File: config.mk
export PLATFORM = sky130hd
export DESIGN_NAME = eeprom_config_word_loader
export DESIGN_NICKNAME = d
export VERILOG_FILES = /design/src/pkg/eeprom_cfg_pkg.sv /design/src/verilog/eeprom_config_word_loader.sv
export SDC_FILE = /design/constraint.sdc
export NUM_CORES = 1
export LEC_CHECK = 0
export ABC_AREA = 1
export BUFFER_PORTS_ARGS = -buffer_cell sky130_fd_sc_hd__buf_2
export CAP_MARGIN = 30
export CORE_ASPECT_RATIO = 1.1
export CORE_UTILIZATION = 47
export CTS_CLUSTER_DIAMETER = 120
export DETAILED_ROUTE_END_ITERATION = 6
export PLACE_DENSITY = 0.77
export SYNTH_ARGS = -nofsm -noshare
export SYNTH_HDL_FRONTEND = slang
export SYNTH_SLANG_ARGS = --single-unit
File: constraint.sdc
create_clock -name clk_i -period 1.7 [get_ports clk_i]
set_input_delay 0 -clock clk_i [delete_from_list [all_inputs] [get_ports clk_i]]
set_output_delay 0 -clock clk_i [all_outputs]
set_load 0.05 [all_outputs]
File: src/pkg/eeprom_cfg_pkg.sv
// Summary of operation
// - Word 00h must be 1516h; 02h,04h,08h,0Ah give the identifier fields.
// - Word 06h bit 0 loads extended channel count, 144h bit 0, all ports.
// - Word 06h bits 3:1 and 6:4 load exit latencies, CCh 14:12, 17:15.
// - Port 0 74h bits 5,6 take word 06h bits 8,9, ordering relaxations.
// - Port 0 74h bits 4:0 take word 06h bits 14:10, switching mode.
// - Word 06h bit 15 loads 3Ch bit 8 on ports 1 and 2.
// - Word 0Ch bits 1:0 load max payload support, C4h bits 1:0.
// - Word 0Ch bits 3:2 load power-state link support, CCh bits 11:10.
// - Word 0Ch bit 4 loads role-based error reporting, C4h bit 15.
// - Word 0Ch bit 5 loads message interrupt disable, 70h bit 14.
// - Word 0Ch bit 6 loads compliance parity disable, 74h bit 15.
// - Word 0Ch bit 7 loads power management disable, 70h bit 13.
// - Word 0Ch bit 8 loads posted-pass-nonposted enable, 8Ch bit 5.
// - Word 0Ch bit 9 loads bandwidth notification, CCh bit 21, ports 1-2.
// - Word 0Ch bit 10 loads ordering freeze, 8Ch bit 6.
// - Word 0Ch bit 11 loads start-of-frame latency mode, 8Ch bit 0.
// - Word 0Ch bit 12 loads surprise-down reporting, CCh bit 19.
// - Word 0Ch bit 13 loads data select writability, 8Ch bit 1.
// - Word 0Ch bit 14 loads latency tolerance reporting, E4h bit 12.
// - Word 0Ch bit 15 loads 4KB boundary check enable, 8Ch bit 3.
// - Word 0Eh loads three 5-bit margin drive levels, 94h bits 14:0.
// - Word 0Eh bit 15 loads buffer flush and fill enable, E4h bit 18.
package eeprom_cfg_pkg;

  localparam int ADDR_W = 12;
  localparam int EE_ADDR_W = 8;

  // EEPROM byte addresses of the words
  localparam logic [7:0] EE_SIG = 8'h00;
  localparam logic [7:0] EE_VENDOR = 8'h02;
  localparam logic [7:0] EE_DEVICE = 8'h04;
  localparam logic [7:0] EE_MODE = 8'h06;
  localparam logic [7:0] EE_SSVID = 8'h08;
  localparam logic [7:0] EE_SSID = 8'h0a;
  localparam logic [7:0] EE_CAPS = 8'h0c;
  localparam logic [7:0] EE_MARGIN = 8'h0e;
  localparam logic [7:0] EE_STEP = 8'h02;
  localparam logic [15:0] SIGNATURE = 16'h1516;

  // Configuration offsets inside one port
  localparam logic [9:0] CFG_ID = 10'h000;
  localparam logic [9:0] CFG_INTPIN = 10'h03c;
  localparam logic [9:0] CFG_CAPDIS = 10'h070;
  localparam logic [9:0] CFG_SWMODE = 10'h074;
  localparam logic [9:0] CFG_TLCTL = 10'h08c;
  localparam logic [9:0] CFG_MARGIN = 10'h094;
  localparam logic [9:0] CFG_SUBSYS = 10'h0b4;
  localparam logic [9:0] CFG_DEVCAP = 10'h0c4;
  localparam logic [9:0] CFG_LINKCAP = 10'h0cc;
  localparam logic [9:0] CFG_DEVCAP2 = 10'h0e4;
  localparam logic [9:0] CFG_EXTVC = 10'h144;

  // Loader control and status, in the fourth port slot
  localparam logic [1:0] LDR_SLOT = 2'h3;
  localparam logic [9:0] LDR_CTRL = 10'h000;
  localparam logic [9:0] LDR_STATUS = 10'h004;
  localparam int CTRL_RELOAD = 0;
  localparam int ST_DONE_BIT = 0;
  localparam int ST_SIGOK_BIT = 1;
  localparam int ST_SIGBAD_BIT = 2;

  // Destination bit positions
  localparam int POS_INTA = 8;
  localparam int POS_MSI_DIS = 14;
  localparam int POS_PM_DIS = 13;
  localparam int POS_SAF = 0;
  localparam int POS_CT_THR = 1;
  localparam int POS_ARB = 3;
  localparam int POS_CREDIT = 4;
  localparam int POS_NO_ORD_EGR = 5;
  localparam int POS_NO_ORD_TAG = 6;
  localparam int POS_CPAR_DIS = 15;
  localparam int POS_SOF_LAT = 0;
  localparam int POS_PMDS_RW = 1;
  localparam int POS_BCHK4K = 3;
  localparam int POS_PP_NP = 5;
  localparam int POS_FROZEN = 6;
  localparam int POS_MPS = 0;
  localparam int POS_RBER = 15;
  localparam int POS_ASPM = 10;
  localparam int POS_L0S = 12;
  localparam int POS_L1 = 15;
  localparam int POS_SURPRISE = 19;
  localparam int POS_LBN = 21;
  localparam int POS_LTR = 12;
  localparam int POS_OBFF = 18;
  localparam int POS_EXTVC = 0;

  // Word 06h layout
  typedef struct packed {
    logic inta_req;
    logic credit_mode;
    logic arb_mode;
    logic [1:0] ct_thr;
    logic saf;
    logic no_ord_tag;
    logic no_ord_egr;
    logic spare;
    logic [2:0] l1_lat;
    logic [2:0] l0s_lat;
    logic ext_vc;
  } mode_word_t;

  // Word 0Ch layout
  typedef struct packed {
    logic bchk4k;
    logic ltr;
    logic pmds_rw;
    logic surprise_dn;
    logic sof_lat;
    logic frozen;
    logic lbn;
    logic posted_pass_nonposted_enable;
    logic pm_dis;
    logic cpar_dis;
    logic msi_dis;
    logic rber;
    logic [1:0] aspm;
    logic [1:0] mps;
  } caps_word_t;

  // Word 0Eh layout
  typedef struct packed {
    logic obff;
    logic [4:0] margin_drive_level_half_swing;
    logic [4:0] margin_drive_level_high_deemph;
    logic [4:0] margin_drive_level_low_deemph;
  } margin_word_t;

  typedef struct packed {
    logic [15:0] vendor;
    logic [15:0] device;
    mode_word_t mode;
    logic [15:0] ssvid;
    logic [15:0] ssid;
    caps_word_t caps;
    margin_word_t margin;
  } cfg_image_t;

  localparam cfg_image_t IMAGE_RST = '0;

endpackage

File: src/verilog/eeprom_config_word_loader.sv
// Design decisions made here: the APB interface to the registers and the register addresses.
`timescale 1ns/1ps
module eeprom_config_word_loader (
  input wire logic clk_i,
  input wire logic rstn_i,
  // APB slave
  input wire logic psel_i,
  input wire logic penable_i,
  input wire logic pwrite_i,
  input wire logic [eeprom_cfg_pkg::ADDR_W-1:0] paddr_i,
  input wire logic [31:0] pwdata_i,
  input wire logic [3:0] pstrb_i,
  output logic [31:0] prdata_o,
  output logic pready_o,
  output logic pslverr_o,
  // EEPROM word reader
  output logic ee_req_o,
  output logic [eeprom_cfg_pkg::EE_ADDR_W-1:0] ee_addr_o,
  input wire logic ee_ack_i,
  input wire logic [15:0] ee_data_i,
  // Loaded configuration towards the switch
  output eeprom_cfg_pkg::cfg_image_t cfg_image_o,
  output logic load_done_o
);

  typedef enum logic [1:0] {ST_REQ, ST_WAIT, ST_IDLE} ldr_state_t;

  ldr_state_t state_r;
  logic [7:0] addr_r;
  logic ee_req_r;
  logic done_r;
  logic sig_ok_r;
  logic sig_bad_r;
  eeprom_cfg_pkg::cfg_image_t image_r;
  logic resp_r;
  logic err_r;
  logic [31:0] prdata_r;
  logic word_in;
  logic sig_fail;
  logic last_word;
  logic reload;
  logic [32:0] rd_nxt;

  assign word_in = (state_r == ST_WAIT) && ee_ack_i;
  assign sig_fail = word_in && (addr_r == eeprom_cfg_pkg::EE_SIG) &&
                    (ee_data_i != eeprom_cfg_pkg::SIGNATURE);
  assign last_word = addr_r == eeprom_cfg_pkg::EE_MARGIN;
  // Reload only from idle; a write is taken at the pready edge
  assign reload = resp_r && pwrite_i && done_r && pstrb_i[0] &&
                  (paddr_i[11:10] == eeprom_cfg_pkg::LDR_SLOT) &&
                  (paddr_i[9:0] == eeprom_cfg_pkg::LDR_CTRL) &&
                  pwdata_i[eeprom_cfg_pkg::CTRL_RELOAD];

  // Load sequencer: one word per request, signature first
  always_ff @(posedge clk_i or negedge rstn_i)
  begin
    if (!rstn_i)
    begin
      state_r <= ST_REQ;
      addr_r <= 8'h00;
      ee_req_r <= 1'b0;
    end
    else
    begin
      unique case (state_r)
        ST_REQ:
        begin
          ee_req_r <= 1'b1;
          state_r <= ST_WAIT;
        end
        ST_WAIT:
        begin
          if (ee_ack_i)
          begin
            ee_req_r <= 1'b0;
            if (sig_fail || last_word)
              state_r <= ST_IDLE;
            else
            begin
              addr_r <= 8'(addr_r + eeprom_cfg_pkg::EE_STEP);
              state_r <= ST_REQ;
            end
          end
        end
        ST_IDLE:
        begin
          if (reload)
          begin
            addr_r <= eeprom_cfg_pkg::EE_SIG;
            state_r <= ST_REQ;
          end
        end
      endcase
    end
  end

  // Load status
  always_ff @(posedge clk_i or negedge rstn_i)
  begin
    if (!rstn_i)
    begin
      done_r <= 1'b0;
      sig_ok_r <= 1'b0;
      sig_bad_r <= 1'b0;
    end
    else if (reload)
    begin
      done_r <= 1'b0;
      sig_ok_r <= 1'b0;
      sig_bad_r <= 1'b0;
    end
    else if (word_in)
    begin
      if (sig_fail)
      begin
        done_r <= 1'b1;
        sig_bad_r <= 1'b1;
      end
      else if (addr_r == eeprom_cfg_pkg::EE_SIG)
        sig_ok_r <= 1'b1;
      if (last_word)
        done_r <= 1'b1;
    end
  end

  // Image capture; a reload first restores defaults
  always_ff @(posedge clk_i or negedge rstn_i)
  begin
    if (!rstn_i)
      image_r <= eeprom_cfg_pkg::IMAGE_RST;
    else if (reload)
      image_r <= eeprom_cfg_pkg::IMAGE_RST;
    else if (word_in)
    begin
      unique case (addr_r)
        eeprom_cfg_pkg::EE_VENDOR: image_r.vendor <= ee_data_i;
        eeprom_cfg_pkg::EE_DEVICE: image_r.device <= ee_data_i;
        eeprom_cfg_pkg::EE_MODE: image_r.mode <= ee_data_i;
        eeprom_cfg_pkg::EE_SSVID: image_r.ssvid <= ee_data_i;
        eeprom_cfg_pkg::EE_SSID: image_r.ssid <= ee_data_i;
        eeprom_cfg_pkg::EE_CAPS: image_r.caps <= ee_data_i;
        eeprom_cfg_pkg::EE_MARGIN: image_r.margin <= ee_data_i;
        default: image_r <= image_r;
      endcase
    end
  end

  // Per-port view: one stored copy, fanned out to all ports
  function automatic logic [32:0] cfg_read(
    input logic [1:0] port,
    input logic [9:0] off,
    input eeprom_cfg_pkg::cfg_image_t im,
    input logic dn,
    input logic ok,
    input logic bad
  );
    logic [31:0] d;
    logic hit;
    logic up;
    d = 32'h0000_0000;
    hit = 1'b1;
    up = port != 2'h0;
    if (port == eeprom_cfg_pkg::LDR_SLOT)
    begin
      if (off == eeprom_cfg_pkg::LDR_STATUS)
      begin
        d[eeprom_cfg_pkg::ST_DONE_BIT] = dn;
        d[eeprom_cfg_pkg::ST_SIGOK_BIT] = ok;
        d[eeprom_cfg_pkg::ST_SIGBAD_BIT] = bad;
      end
      else if (off != eeprom_cfg_pkg::LDR_CTRL)
        hit = 1'b0;
    end
    else
    begin
      unique case (off)
        eeprom_cfg_pkg::CFG_ID: d = {im.device, im.vendor};
        eeprom_cfg_pkg::CFG_INTPIN:
          d[eeprom_cfg_pkg::POS_INTA] = up & im.mode.inta_req;
        eeprom_cfg_pkg::CFG_CAPDIS:
        begin
          d[eeprom_cfg_pkg::POS_MSI_DIS] = im.caps.msi_dis;
          d[eeprom_cfg_pkg::POS_PM_DIS] = im.caps.pm_dis;
        end
        eeprom_cfg_pkg::CFG_SWMODE:
        begin
          if (!up)
          begin
            d[eeprom_cfg_pkg::POS_NO_ORD_EGR] = im.mode.no_ord_egr;
            d[eeprom_cfg_pkg::POS_NO_ORD_TAG] = im.mode.no_ord_tag;
            d[eeprom_cfg_pkg::POS_SAF] = im.mode.saf;
            d[eeprom_cfg_pkg::POS_CT_THR +: 2] = im.mode.ct_thr;
            d[eeprom_cfg_pkg::POS_ARB] = im.mode.arb_mode;
            d[eeprom_cfg_pkg::POS_CREDIT] = im.mode.credit_mode;
          end
          d[eeprom_cfg_pkg::POS_CPAR_DIS] = im.caps.cpar_dis;
        end
        eeprom_cfg_pkg::CFG_TLCTL:
        begin
          d[eeprom_cfg_pkg::POS_PP_NP] =
            im.caps.posted_pass_nonposted_enable;
          d[eeprom_cfg_pkg::POS_FROZEN] = im.caps.frozen;
          d[eeprom_cfg_pkg::POS_SOF_LAT] = im.caps.sof_lat;
          d[eeprom_cfg_pkg::POS_PMDS_RW] = im.caps.pmds_rw;
          d[eeprom_cfg_pkg::POS_BCHK4K] = im.caps.bchk4k;
        end
        eeprom_cfg_pkg::CFG_MARGIN:
          d[14:0] = im.margin[14:0];
        eeprom_cfg_pkg::CFG_SUBSYS: d = {im.ssid, im.ssvid};
        eeprom_cfg_pkg::CFG_DEVCAP:
        begin
          d[eeprom_cfg_pkg::POS_MPS +: 2] = im.caps.mps;
          d[eeprom_cfg_pkg::POS_RBER] = im.caps.rber;
        end
        eeprom_cfg_pkg::CFG_LINKCAP:
        begin
          d[eeprom_cfg_pkg::POS_ASPM +: 2] = im.caps.aspm;
          d[eeprom_cfg_pkg::POS_L0S +: 3] = im.mode.l0s_lat;
          d[eeprom_cfg_pkg::POS_L1 +: 3] = im.mode.l1_lat;
          d[eeprom_cfg_pkg::POS_SURPRISE] = im.caps.surprise_dn;
          d[eeprom_cfg_pkg::POS_LBN] = up & im.caps.lbn;
        end
        eeprom_cfg_pkg::CFG_DEVCAP2:
        begin
          d[eeprom_cfg_pkg::POS_LTR] = im.caps.ltr;
          d[eeprom_cfg_pkg::POS_OBFF] = im.margin.obff;
        end
        eeprom_cfg_pkg::CFG_EXTVC:
          d[eeprom_cfg_pkg::POS_EXTVC] = im.mode.ext_vc;
        default: hit = 1'b0;
      endcase
    end
    return {hit, d};
  endfunction

  assign rd_nxt = cfg_read(paddr_i[11:10], paddr_i[9:0], image_r,
                           done_r, sig_ok_r, sig_bad_r);

  // APB answer: held off until the load is done, then one wait state
  always_ff @(posedge clk_i or negedge rstn_i)
  begin
    if (!rstn_i)
    begin
      resp_r <= 1'b0;
      err_r <= 1'b0;
      prdata_r <= 32'h0000_0000;
    end
    else if (resp_r)
      resp_r <= 1'b0;
    else if (psel_i && penable_i && done_r)
    begin
      resp_r <= 1'b1;
      err_r <= ~rd_nxt[32];
      // Loaded fields are read-only here; writes only touch control
      prdata_r <= (pwrite_i || !rd_nxt[32]) ? 32'h0000_0000 : rd_nxt[31:0];
    end
  end

  assign pready_o = resp_r;
  assign pslverr_o = resp_r & err_r;
  assign prdata_o = prdata_r;
  assign ee_req_o = ee_req_r;
  assign ee_addr_o = addr_r;
  assign cfg_image_o = image_r;
  assign load_done_o = done_r;

  AST_NO_ACCESS_EARLY: assert property (
    @(posedge clk_i) disable iff (!rstn_i)
    !done_r |-> !pready_o)
    else $error("Config access answered before load done");

  AST_SIG_SKIP: assert property (
    @(posedge clk_i) disable iff (!rstn_i)
    sig_fail |=> done_r && sig_bad_r && !ee_req_o &&
                 image_r == eeprom_cfg_pkg::IMAGE_RST ##1 !ee_req_o)
    else $error("Bad signature did not stop the load");

  AST_SIG_NEXT: assert property (
    @(posedge clk_i) disable iff (!rstn_i)
    word_in && addr_r == eeprom_cfg_pkg::EE_SIG && !sig_fail
    |=> ##1 ee_req_o && ee_addr_o == eeprom_cfg_pkg::EE_VENDOR)
    else $error("Good signature did not advance to vendor word");

  AST_VENDOR_LOAD: assert property (
    @(posedge clk_i) disable iff (!rstn_i)
    word_in && addr_r == eeprom_cfg_pkg::EE_VENDOR
    |=> image_r.vendor == $past(ee_data_i))
    else $error("Vendor word not stored");

  AST_MODE_LOAD: assert property (
    @(posedge clk_i) disable iff (!rstn_i)
    word_in && addr_r == eeprom_cfg_pkg::EE_MODE
    |=> image_r.mode == $past(ee_data_i))
    else $error("Mode word not stored");

  AST_CAPS_LOAD: assert property (
    @(posedge clk_i) disable iff (!rstn_i)
    word_in && addr_r == eeprom_cfg_pkg::EE_CAPS
    |=> image_r.caps == $past(ee_data_i))
    else $error("Capability word not stored");

  AST_MARGIN_LOAD: assert property (
    @(posedge clk_i) disable iff (!rstn_i)
    word_in && addr_r == eeprom_cfg_pkg::EE_MARGIN
    |=> image_r.margin == $past(ee_data_i))
    else $error("Margin word not stored");

  // Reader may be slow; request and address must wait for it
  AST_REQ_HOLD: assert property (
    @(posedge clk_i) disable iff (!rstn_i)
    ee_req_o && !ee_ack_i |=> ee_req_o && $stable(ee_addr_o))
    else $error("Word request dropped before its answer");

  AST_ADDR_STEP: assert property (
    @(posedge clk_i) disable iff (!rstn_i)
    word_in && !sig_fail && !last_word
    |=> ee_addr_o == 8'($past(ee_addr_o) + eeprom_cfg_pkg::EE_STEP))
    else $error("Word address did not step by one word");

  AST_LAST_DONE: assert property (
    @(posedge clk_i) disable iff (!rstn_i)
    word_in && last_word |=> done_r && !ee_req_o ##1 !ee_req_o)
    else $error("Load did not finish after the last word");

  AST_RELOAD_CLEAR: assert property (
    @(posedge clk_i) disable iff (!rstn_i)
    reload |=> !done_r && !sig_ok_r && !sig_bad_r &&
               image_r == eeprom_cfg_pkg::IMAGE_RST)
    else $error("Reload did not restore the defaults");

  AST_MODE_P0_READ: assert property (
    @(posedge clk_i) disable iff (!rstn_i)
    psel_i && penable_i && !pwrite_i && !resp_r && done_r &&
    paddr_i == {2'h0, eeprom_cfg_pkg::CFG_SWMODE}
    |=> pready_o && prdata_o[6:0] == {image_r.mode.no_ord_tag,
        image_r.mode.no_ord_egr, image_r.mode.credit_mode,
        image_r.mode.arb_mode, image_r.mode.ct_thr, image_r.mode.saf})
    else $error("Port 0 switch mode readback wrong");

  AST_INTA_PORT0_ZERO: assert property (
    @(posedge clk_i) disable iff (!rstn_i)
    psel_i && penable_i && !pwrite_i && !resp_r && done_r &&
    paddr_i == {2'h0, eeprom_cfg_pkg::CFG_INTPIN}
    |=> prdata_o == 32'h0000_0000)
    else $error("Port 0 interrupt pin bit must stay clear");

  AST_LBN_UPPER: assert property (
    @(posedge clk_i) disable iff (!rstn_i)
    psel_i && penable_i && !pwrite_i && !resp_r && done_r &&
    paddr_i == {2'h2, eeprom_cfg_pkg::CFG_LINKCAP}
    |=> prdata_o[eeprom_cfg_pkg::POS_LBN] == image_r.caps.lbn &&
        prdata_o[14:12] == image_r.mode.l0s_lat)
    else $error("Port 2 link capability readback wrong");

  AST_MARGIN_READ: assert property (
    @(posedge clk_i) disable iff (!rstn_i)
    psel_i && penable_i && !pwrite_i && !resp_r && done_r &&
    paddr_i == {2'h1, eeprom_cfg_pkg::CFG_MARGIN}
    |=> prdata_o == {17'h0, image_r.margin[14:0]})
    else $error("Margin readback wrong");

  AST_UNMAPPED_ERR: assert property (
    @(posedge clk_i) disable iff (!rstn_i)
    psel_i && penable_i && !resp_r && done_r &&
    paddr_i[11:10] == eeprom_cfg_pkg::LDR_SLOT &&
    paddr_i[9:0] == 10'h008
    |=> pready_o && pslverr_o)
    else $error("Unmapped access not flagged");

  AST_READY_PULSE: assert property (
    @(posedge clk_i) disable iff (!rstn_i)
    pready_o |=> !pready_o)
    else $error("Ready stood longer than one cycle");

  AST_WRITE_NO_DATA: assert property (
    @(posedge clk_i) disable iff (!rstn_i)
    psel_i && penable_i && pwrite_i && !resp_r && done_r
    |=> pready_o && prdata_o == 32'h0000_0000)
    else $error("Write answered with data");

  COV_BAD_SIG: cover property (@(posedge clk_i) disable iff (!rstn_i)
    sig_fail);
  COV_FULL_LOAD: cover property (@(posedge clk_i) disable iff (!rstn_i)
    word_in && last_word ##1 done_r && sig_ok_r);
  COV_RELOAD: cover property (@(posedge clk_i) disable iff (!rstn_i)
    reload ##[1:40] done_r);
  COV_ACCESS_STALL: cover property (@(posedge clk_i) disable iff (!rstn_i)
    psel_i && penable_i && !done_r);

endmodule

After elaboration in Yosys (flattened, before gate mapping):

Cells that the tools add are included.

* input bits: 70
* register bits: 160
* ROM bits: 0
* bits in latches: 0
* memories kept: 0
* RAM bits: 0
* output and inout port bits: 156
* logic and storage cells: 180

* reductions and logical operators: 47
* $add $sub $neg: 1
* bitwise gates (word level): 5
* muxes and demuxes: 59
* shift-type cells: 0
* magnitude comparators: 0
* divide/modulo/power cells: 0
* equality and inequality tests: 26
* multipliers: 0

Operators with widths (count)
* 2-to-1 mux 112 bit: 2
* 2-to-1 mux 16 bit: 7
* equality test 10 x 8 -> 1 bit, second input constant: 6
* equality test 8 x 4 -> 1 bit, second input constant: 4
* 2-to-1 mux 32 bit: 1
* 2-to-1 mux 29 bit: 1
* nonzero test 2 bit: 13
* 2-to-1 mux 8 bit: 3
* AND reduction 2 bit: 12
* equality test 10 x 7 -> 1 bit, second input constant: 2
* one-hot mux 10 bit (2 select lines): 1
* one-hot mux 2 bit (5 select lines): 2
* 2-to-1 mux 1 bit: 17
* equality test 8 x 3 -> 1 bit, second input constant: 2
* != test 16 x 13 -> 1 bit, second input constant: 1
* one-hot mux 8 bit (2 select lines): 1
* one-hot mux 1 bit (3 select lines): 5
* one-hot mux 1 bit (5 select lines): 3
* one-hot mux 1 bit (4 select lines): 3
* one-hot mux 2 bit (3 select lines): 2
* logical AND 1 bit: 11
* OR reduction 11 bit: 1
* equality test 10 x 3 -> 1 bit, second input constant: 1
* equality test 10 x 6 -> 1 bit, second input constant: 1
* 25 further kinds: 36

Longest topological paths before layout:

Gate-level depths: netlist (run 1).

* depth after elaboration: 8
* depth in mapped cells: 15
* mapped depth without buffers: 14

Worst setup path after synthesis (run 1):

OpenSTA, ideal clock, no wires.

* path kind: flip-flop to flip-flop
* start: register addr_r[2], in the netlist ee_addr_o[2]
* end: register addr_r[7], in the netlist ee_addr_o[7]
* cell stages (with the launch flop): 8
* data arrival time: 1.791 ns
* slack: -0.165 ns
* buffers on the path: 0
* library setup time: 0.074 ns
* data required time: 1.626 ns
* clock period less this slack: 1.865 ns
* cell sequence: dfrtp_1 > ha_1 > nand2_1 > nor2_1 > nand2_1 > xor2_1 > or2_2 > o21ai_2

* cells in the longest elaborated chain, start to end: 6
* elaborated cells between the ends (all ways): 11
* classes of those cells: add/sub: 1; eq/ne: 2; mux: 3; reduce/logical: 5

Ends and longest elaborated chain
* start: declaration: RTL line eeprom_config_word_loader.sv:29 `logic [7:0] addr_r;`
* start signal: assignment: RTL line eeprom_config_word_loader.sv:80 `addr_r <= 8'(addr_r + eeprom_cfg_pkg::EE_STEP);`
* start signal: assignment: RTL line eeprom_config_word_loader.sv:89 `addr_r <= eeprom_cfg_pkg::EE_SIG;`
* branches (longest 6 deep; another with adder 8 x 2 -> 8 bit)

Several ways; the timed one is not identified. The select of a mux whose other input is x is not followed.
A chain may end at the register's enable or synchronous reset.

Final worst setup path (run 1):

* start: register addr_r[2], in the netlist ee_addr_o[2]
* end: register addr_r[3], in the netlist ee_addr_o[3]

The elaborated chain is that of the path after synthesis.

==> results of run 1 <==
[layer usage]
metal  track usage, %  vias to the layer above  wire [um]
met5                0                        -          0
met4            16.73                        0       1165
met3            9.122                       99       2933
met2            50.75                      507      12710
met1            43.90                     3712      10210
li1                 -                     3516          -
[worst paths after layout]
check	start	to	slack [ns]	depth (start not counted)
worst min register to register	prdata_o[9]$_DFFE_PN0P_	prdata_o[9]$_DFFE_PN0P_	0.48	2
max in group asynchronous	rstn_i	ee_addr_o[3]$_DFFE_PN0P_	1.08	3
worst max register to register	ee_addr_o[2]$_DFFE_PN0P_	ee_addr_o[3]$_DFFE_PN0P_	0.02	10
worst min-delay path	ee_data_i[7]	cfg_image_o[55]$_DFFE_PN0P_	0.02	4
min in group asynchronous	rstn_i	prdata_o[24]$_DFFE_PN0P_	0.05	2
worst max-delay path	ee_addr_o[2]$_DFFE_PN0P_	ee_addr_o[3]$_DFFE_PN0P_	0.02	10
[cells in the final DEF (no fill, tap or decap), types with 11 or more instances in the layout]
cell type,synthesis,final
nand4_1,11,11
buf_4,3,53
clkbuf_16,0,18
nor2_1,68,64
o21ai_1,35,36
buf_2,13,189
buf_12,0,17
nand3_1,41,41
a21oi_1,14,14
dfrtp_1,159,150
inv_1,102,97
o21ai_0,77,76
o22ai_1,57,57
nand2_1,233,227
[cells by family (layout without fill, tap and decap cells)]
| kind of cell | count (synthesis) | after routing | synth area share [%] |
|---|---|---|---|
| and+or+nand+nor | 390 | 390 | 22.46 |
| AOI/OAI and AO/OA | 211 | 211 | 16.06 |
| DFF | 159 | 159 | 52.82 |
| buffers and inverters | 139 | 406 | 7.591 |
| adders and majority gates | 4 | 4 | 0.6645 |
| xor gates and xnor gates | 3 | 3 | 0.3489 |
| other | 1 | 1 | 0.04979 |
[worst reg2reg max path: cells and delay by family, from the launching register on]
family / cells / cell delay (ns)
buffers and inverters: 3 / 0.35
flip-flops: 1 / 0.46
AND/OR/NAND/NOR: 6 / 0.70
AO/OA/AOI/OAI: 1 / 0.06
[where the power goes]
| group | internal (mW) | leakage (nW) | switching, mW | total (mW) |
|---|---|---|---|---|
| combinational | 2.41 | 3.04 | 7.51 | 9.92 |
| sequential | 5.22 | 2.00 | 1.44 | 6.66 |
| clock | 2.84 | 0.322 | 1.53 | 4.36 |
[metrics by stage]
stage	util, %	TNS (ns)
floorplan	-	0
global placement	59.44	0
detailed placement	59.44	-1.235
CTS	64.25	0
global route	65.03	-0.5207
finish	65.03	0
[what timing repair did]
action / in CTS / in global routing
setup buffers: 0 / 3
pin swaps: 0 / 3
resized for setup: 11 / 22
cloned: 0 / 1
hold buffers: 4 / 0
endpoints found under the setup margin: 45 / 62
endpoints found under the hold margin: 164 / 0
[flip-flops by register name, summed over array words and instances (netlist names)]
signal / flops
ee_req_o: 1
load_done_o: 1
sig_bad_r: 1
ee_addr_o: 7
sig_ok_r: 1
state_r: 2
pready_o: 1
prdata_o: 32
err_r: 1
cfg_image_o: 112
[layout make-up]
type,count,area [um2]
Fill cell,1253,5482
Sequential cell,159,3990
Multi-Input combinational cell,609,3083
Timing Repair Buffer,268,1798
Clock buffer,23,467.9
Inverter,106,399.1
Tap cell,200,250.2
Clock inverter,9,205.2
==> qor.txt, run 1 <==
Worst EP required: 2.02 ns
Worst hold slack: 0.01934 ns
Setup ws final: 0.01614 ns
Family with the most delay on the worst path: simple AND/OR/NAND/NOR gates
Tot Pwr: 20.94 mW
Slowest-stage cell, CP: dfrtp_2
Row cnt: 48
Pre-antenna DRT Iters: 6
First-pass GRT wire length: 40.52 mm
Syn nets: 981
Fin Clk Skew: 0.008127 ns
Initial antenna violation count: 0
Mapped Area: 7532 um2
Clk_lat worst skew: 0.44 ns
GRT overflow: 0
Number of CTS-inserted buffers: 17
Initial Util: 48.05%
Element type at the critical path end: flop
Cells along the critical path: nand2_1 -> nor2_2 -> inv_1 -> nor2_1 -> inv_1 -> nand2_4 -> nand2_4 -> nand2_4 -> clkbuf_16 -> o21ai_2
Clk sinks: 159
Dpl hpwl: 19.39 mm
Count leader, synth: nand2_1
Register area share after synthesis: 52.82%
Leak: 5.354 nW
Die Ht: 134.8 um
Critical path class: flop to flop
Final Hold Viols: 0
Layout cell share with drive strength beyond 1: 30.58%
Post-synthesis cell count: 907
Die W: 122.7 um
Async set or reset register ratio after synthesis: 100.0%
TritonCTS clock tree: yes
Worst stage delay on the critical path: 0.46 ns
Status: completed
Most common cell on crit path: nand2_4
Via count: 7834
Nets: 1235
Power Dens Cells: 2054 nW/um2
Root buf cell: clkbuf_16
Final Cycle Share: 99.05%
Clk buf depth: 2
Cell taking the most area after synthesis: dfrtp_1
Input/output buffers: 190
Peak supply drop: 1.594 mV
Vias in the first global route: 7514
HP Class: primary input to flop
WL/cell: 19.66 um
Largest net degree at the start of global routing: 41
Min cycle time layout: 1.684 ns
GPL Wtd Cong: 0.9424
DR vias/cell: 5.702
Clock-pin slew on the worst setup and hold paths: 0.06 ns
Max_cap viols: 0
DIE AREA: 16540 um2
Fin area: 10190 um2
Setup WS pre-CTS: -0.07903 ns
Syn_area_per_cell: 8.305 um2
Placed insts: 1334
Ys flop type: dfrtp_1
Residual DRC: 0
Placed instance area: 9318 um2
H-tree levels: 4
Commonest cells post-synth: nand2_1 (233), dfrtp_1 (159), inv_1 (102), o21ai_0 (77), nor2_1 (68)
Post-DRT Antenna Nets: 0
Worst setup SP type: flop
Total GRT Usage: 33.42%
Arr. time, crit path: 2.00 ns
Synthesized flop and latch total: 159
EDFF count, synth: 0
Top cells by area, synth: dfrtp_1 (53%), nand2_1 (12%), o21ai_0 (5.1%), inv_1 (5.1%), o22ai_1 (4.7%)
Non-Filler Instances: 1374
IO Pins: 226
Setup violators final: 0
Crit path max fanout: 8
Final WL: 27.02 mm
DRT iter0 DRCs: 905
Cell variety after synth: 42
Ant. Diodes: 0
Yosys top cell area share: 52.82%
Max Slew Vio Count: 0
Worst path bufs/invs: 3
Core Area: 15680 um2
Yosys warns: 0
Area Overhead vs Synth: 35.33%
Fmax achieved: 593.9 MHz
(Power assumes the default switching activity.)
==> inputs of run 2 (changes only) <==
--- a/config.mk
+++ b/config.mk
@@ -13,6 +13,7 @@
 export CTS_CLUSTER_DIAMETER = 120
 export DETAILED_ROUTE_END_ITERATION = 6
 export PLACE_DENSITY = 0.77
+export REMOVE_ABC_BUFFERS = 1
 export SYNTH_ARGS = -nofsm -noshare
 export SYNTH_HDL_FRONTEND = slang
 export SYNTH_SLANG_ARGS = --single-unit
==> qor.txt, run 2 (same netlist as run 1, synthesis figures left out) <==
Ant. Diodes: 0
Status: complete, but fails checks
Clk buf depth: 2
Residual DRC: 0
Crit path max fanout: 7
Core Area: 15680 um2
GRT overflow: 0
Clk_lat worst skew: 0.44 ns
DIE AREA: 16540 um2
Worst setup SP type: flop
DR vias/cell: 5.799
Tot Pwr: 20.37 mW
Violated checks: negative hold slack
Root buf cell: clkbuf_16
Fin Clk Skew: 0.007730 ns
Layout cell share with drive strength beyond 1: 32.55%
Setup violators final: 0
Peak supply drop: 1.533 mV
Clock-pin slew on the worst setup and hold paths: 0.06 ns
Pre-antenna DRT Iters: 5
Fin area: 10170 um2
FILL cells: 1266
GPL Wtd Cong: 0.9260
Worst EP required: 2.07 ns
Area Overhead vs Synth: 35.08%
Critical path class: flop to flop
IO Pins: 226
Die Ht: 134.8 um
Post-layout util: 64.91%
Nets: 1247
Initial Util: 48.05%
DRT iter0 DRCs: 718
Max Slew Vio Count: 0
Setup WS pre-CTS: -0.01086 ns
Arr. time, crit path: 2.02 ns
Placed insts: 1335
Post-DRT Antenna Nets: 0
Element type at the critical path end: flop
Final Cycle Share: 97.27%
Worst hold slack: -0.009766 ns
TritonCTS clock tree: yes
Die W: 122.7 um
Max_cap viols: 0
RSZ-0062 raised after global routing: true
Largest net degree at the start of global routing: 43
First-pass GRT wire length: 41.64 mm
Number of CTS-inserted buffers: 17
Row cnt: 48
Max reg flops: 112
Leak: 5.346 nW
Power Dens Cells: 2002 nW/um2
Total GRT Usage: 34.46%
HP Class: primary input to flop
Setup ws final: 0.04638 ns
Via count: 8037
Vias in the first global route: 7611
Non-Filler Instances: 1386
Clk sinks: 159
Commonest non-fill, non-tap cell in the layout: nand2_1
Input/output buffers: 190
Final WL: 27.89 mm
Min cycle time layout: 1.654 ns
Final Hold Viols: 1
Most frequent cells in the layout: nand2_1 (219), buf_2 (189), dfrtp_1 (155)
Placed instance area: 9286 um2
Initial antenna violation count: 0
WL/cell: 20.12 um
H-tree levels: 4
Fmax achieved: 604.7 MHz
Dpl hpwl: 19.42 mm
## run 2: routing by layer
layer	vias up	wire [um]	track usage, %
li1	3546	-	-
met1	3784	10040	43.39
met2	568	13020	53.09
met3	139	3014	8.277
met4	0	1807	21.88
met5	-	0	0
## run 2: area by class of cell
cell class                 count  area, um2  share of cell area [%]
inverter                     106      401.6                   3.947
sequential                   159       3984                   39.15
clock buffer                  18      439.2                   4.316
clock inverter                14      107.6                   1.058
multi-input combinational    609       3117                   30.63
tap                          200      250.2                   2.459
timing repair buffer         280       1876                   18.43
## run 2: per-stage QoR
stage	TNS (ns)	hold WS [ns]
6_report	0	-0.009766
3_5_place_dp	-0.01198	-0.07951
5_1_grt	-0.3132	0.01131
4_1_cts	0	0.008124
3_3_place_gp	0	-0.08321
2_1_floorplan	-63.17	-0.2956
## run 2: repair_timing
item                       4_1_cts  5_1_grt
gates resized for setup         15       46
hold buffers                     3        0
setup buffers                   12        5
pin swaps                        6       10
cloned                           1        0
setup endpoints to repair       29      106
hold endpoints to repair       163        0
## run 2: final timing paths
path	startpoint	to	slack, ns	cells past startpoint
worst max register to register	state_r[0]$_DFFE_PN0P_	ee_addr_o[6]$_DFFE_PN0P_	0.05	10
worst max-delay path	state_r[0]$_DFFE_PN0P_	ee_addr_o[6]$_DFFE_PN0P_	0.05	10
min in group asynchronous	rstn_i	cfg_image_o[83]$_DFFE_PN0P_	0.05	2
worst min-delay path	ee_data_i[1]	cfg_image_o[97]$_DFFE_PN0P_	-0.01	3
worst min register to register	prdata_o[3]$_DFFE_PN0P_	prdata_o[3]$_DFFE_PN0P_	0.48	2
max in group asynchronous	rstn_i	cfg_image_o[22]$_DFFE_PN0P_	1.03	3
## run 2: critical path, cell delays in order, from the launching register on
cell and delay (ns):
dfrtp_1 0.42, buf_4 0.15, buf_4 0.13, inv_2 0.07, ha_4 0.18, nor2_1 0.08, nor2_4 0.13, nand2_4 0.08
buf_12 0.13, buf_16 0.13, o21ai_2 0.10
## run 2: power breakdown
part	switching [mW]	internal [mW]	leakage, nW	total (mW)
combinational	7.73	2.61	3.07	10.3
clock	1.67	1.93	0.269	3.60
sequential	1.22	5.21	2.00	6.43
total	10.6	9.74	5.35	20.4
==> inputs of run 3 (changes only) <==
--- a/config.mk
+++ b/config.mk
@@ -9,10 +9,11 @@
 export BUFFER_PORTS_ARGS = -buffer_cell sky130_fd_sc_hd__buf_2
 export CAP_MARGIN = 30
 export CORE_ASPECT_RATIO = 1.1
-export CORE_UTILIZATION = 47
+export CORE_UTILIZATION = 48
+export CTS_BUF_LIST = sky130_fd_sc_hd__clkbuf_4
 export CTS_CLUSTER_DIAMETER = 120
 export DETAILED_ROUTE_END_ITERATION = 6
-export PLACE_DENSITY = 0.77
+export PLACE_DENSITY = 0.78
 export REMOVE_ABC_BUFFERS = 1
 export SYNTH_ARGS = -nofsm -noshare
 export SYNTH_HDL_FRONTEND = slang
==> qor.txt, run 3 (same netlist as run 1, synthesis figures left out) <==
DRT iter0 DRCs: 919
GRT overflow: 0
Worst stage delay on the critical path: 0.44 ns
Most common cell on crit path: buf_4
Pre-antenna DRT Iters: 7
TritonCTS clock tree: yes
Crit path max fanout: 3
Setup ws final: -0.01759 ns
Dpl hpwl: 19.01 mm
Slew HR: 65.37%
Sequential share of power: 33.2%
GPL Wtd Cong: 0.9268
Nets: 1264
P_int: 8.778 mW
DR vias/cell: 5.751
Clk sinks: 159
First-pass GRT wire length: 42.18 mm
Worst hold slack: 0.04223 ns
Clock-pin slew on the worst setup and hold paths: 0.14 ns
Row cnt: 47
Residual DRC: 0
IO Pins: 226
Area Overhead vs Synth: 34.00%
Root buf cell: clkbuf_4
Final Cycle Share: 101.0%
H-tree levels: 4
Fmax achieved: 582.2 MHz
Final WL: 27.90 mm
Worst EP required: 2.21 ns
Switching Power: 10.47 mW
Number of CTS-inserted buffers: 17
Max_cap viols: 0
Min cycle time layout: 1.718 ns
Gate power share: 54.3%
Status: complete, but fails checks
Commonest non-fill, non-tap cell in the layout: nand2_1
Power Dens Cells: 1907 nW/um2
Layout cell share with drive strength beyond 1: 31.17%
Leak: 5.317 nW
Clock power frac: 12.5%
Sw Share: 54.39%
Die Ht: 133.4 um
Fin area: 10090 um2
Initial Util: 49.65%
Arr. time, crit path: 2.23 ns
Worst-Margin Slew: 0.5183 ns
Critical path class: flop to flop
WL/cell: 19.93 um
Input/output buffers: 190
Largest net degree at the start of global routing: 47
Die W: 121.4 um
Most frequent cells in the layout: nand2_1 (223), buf_2 (189), dfrtp_1 (157)
DIE AREA: 16200 um2
Violated checks: negative setup slack
Clk buf depth: 2
Fin Clk Skew: 0.02880 ns
RSZ-0062 raised after global routing: true
Max Slew Vio Count: 0
Setup violators final: 2
Peak supply drop: 1.434 mV
Initial antenna violation count: 1
Element type at the critical path end: flop
Via count: 8052
Vias in the first global route: 7767
Placed instance area: 9206 um2
Post-DRT Antenna Nets: 0
Total GRT Usage: 34.94%
Core Area: 15170 um2
Clk_lat worst skew: 0.59 ns
Slowest-stage cell, CP: dfrtp_1
HP Class: primary input to flop
Max reg flops: 112
Worst setup SP type: flop
Cells along the critical path: nor2_2 -> nand2_2 -> buf_4 -> nor2_2 -> inv_1 -> nand2_4 -> nand2_4 -> buf_4 -> buf_4 -> o21ai_1
Final Hold Viols: 0
-- run 3: cell count changes in the layout (fill, tap and decap cells not counted), sizes merged --
cell	change
buf	-4
dlygate4sd3	+21
diode	+1
clkinv	-2
bufinv	+2
-- run 3: through the flow --
stage                     total power, mW   TNS, ns  setup WS [ns]  instances  utilization, %
after floorplan                     13.08    -63.17         -1.127        874               -
after global placement              15.83         0        0.02171       1321           60.68
after detailed placement            16.02  -0.01993       -0.01993       1321           60.68
after CTS                           18.80         0       0.001973       1389           65.43
after global routing                20.05    -1.385       -0.09800       1400           66.53
final                               19.24  -0.02101       -0.01759       1400           66.53
-- run 3: worst paths after layout --
check	startpoint	to	slack, ns	cells past startpoint
max	ee_addr_o[7]$_DFFE_PN0P_	state_r[1]$_DFFE_PN0P_	-0.02	10
min	paddr_i[0]	prdata_o[15]$_DFFE_PN0P_	0.04	8
max reg2reg	ee_addr_o[7]$_DFFE_PN0P_	state_r[1]$_DFFE_PN0P_	-0.02	10
min reg2reg	prdata_o[11]$_DFFE_PN0P_	prdata_o[11]$_DFFE_PN0P_	0.50	2
max in group asynchronous	rstn_i	ee_addr_o[1]$_DFFE_PN0P_	0.49	4
min in group asynchronous	rstn_i	prdata_o[26]$_DFFE_PN0P_	0.42	3
-- run 3: power by group through the flow --
stage / Combinational [mW] / Sequential [mW] / Clock (mW)
3_5_place_dp: 9.63 / 6.39 / 0
2_1_floorplan: 2.08 / 11.0 / 0
4_1_cts: 10.1 / 6.34 / 2.41
3_3_place_gp: 9.44 / 6.39 / 0
5_1_grt: 11.0 / 6.53 / 2.55
6_report: 10.5 / 6.39 / 2.40
-- run 3: area by class of cell --
cell class | instances | area (um2)
Antenna cell | 1 | 2.502
Clock buffer | 18 | 135.1
Clock inverter | 14 | 157.7
Fill cell | 1245 | 5079
Inverter | 106 | 401.6
Multi-Input combinational cell | 609 | 3115
Sequential cell | 159 | 3981
Tap cell | 196 | 245.2
Timing Repair Buffer | 297 | 2054
-- run 3: metal layers --
| metal | global-route usage (%) | share of wire, % |
|---|---|---|
| met5 | 0 | 0 |
| met4 | 16.39 | 4.5 |
| met3 | 8.048 | 10 |
| met2 | 55.05 | 47 |
| met1 | 45.59 | 38 |
-- run 3: critical path, delay by kind of cell, from the launching register on --
kind / cells / cell delay [ns]
simple gates: 5 / 0.57
compound gates: 1 / 0.11
buf+inv: 4 / 0.51
flops: 1 / 0.44
-- run 3: timing repair --
action / CTS / global route
endpoints found under the hold margin: 298 / 0
cloned: 1 / 0
setup endpoints to repair: 10 / 105
hold buffers: 24 / 0
setup buffers: 11 / 14
gates resized for setup: 16 / 41
pin swaps: 6 / 14
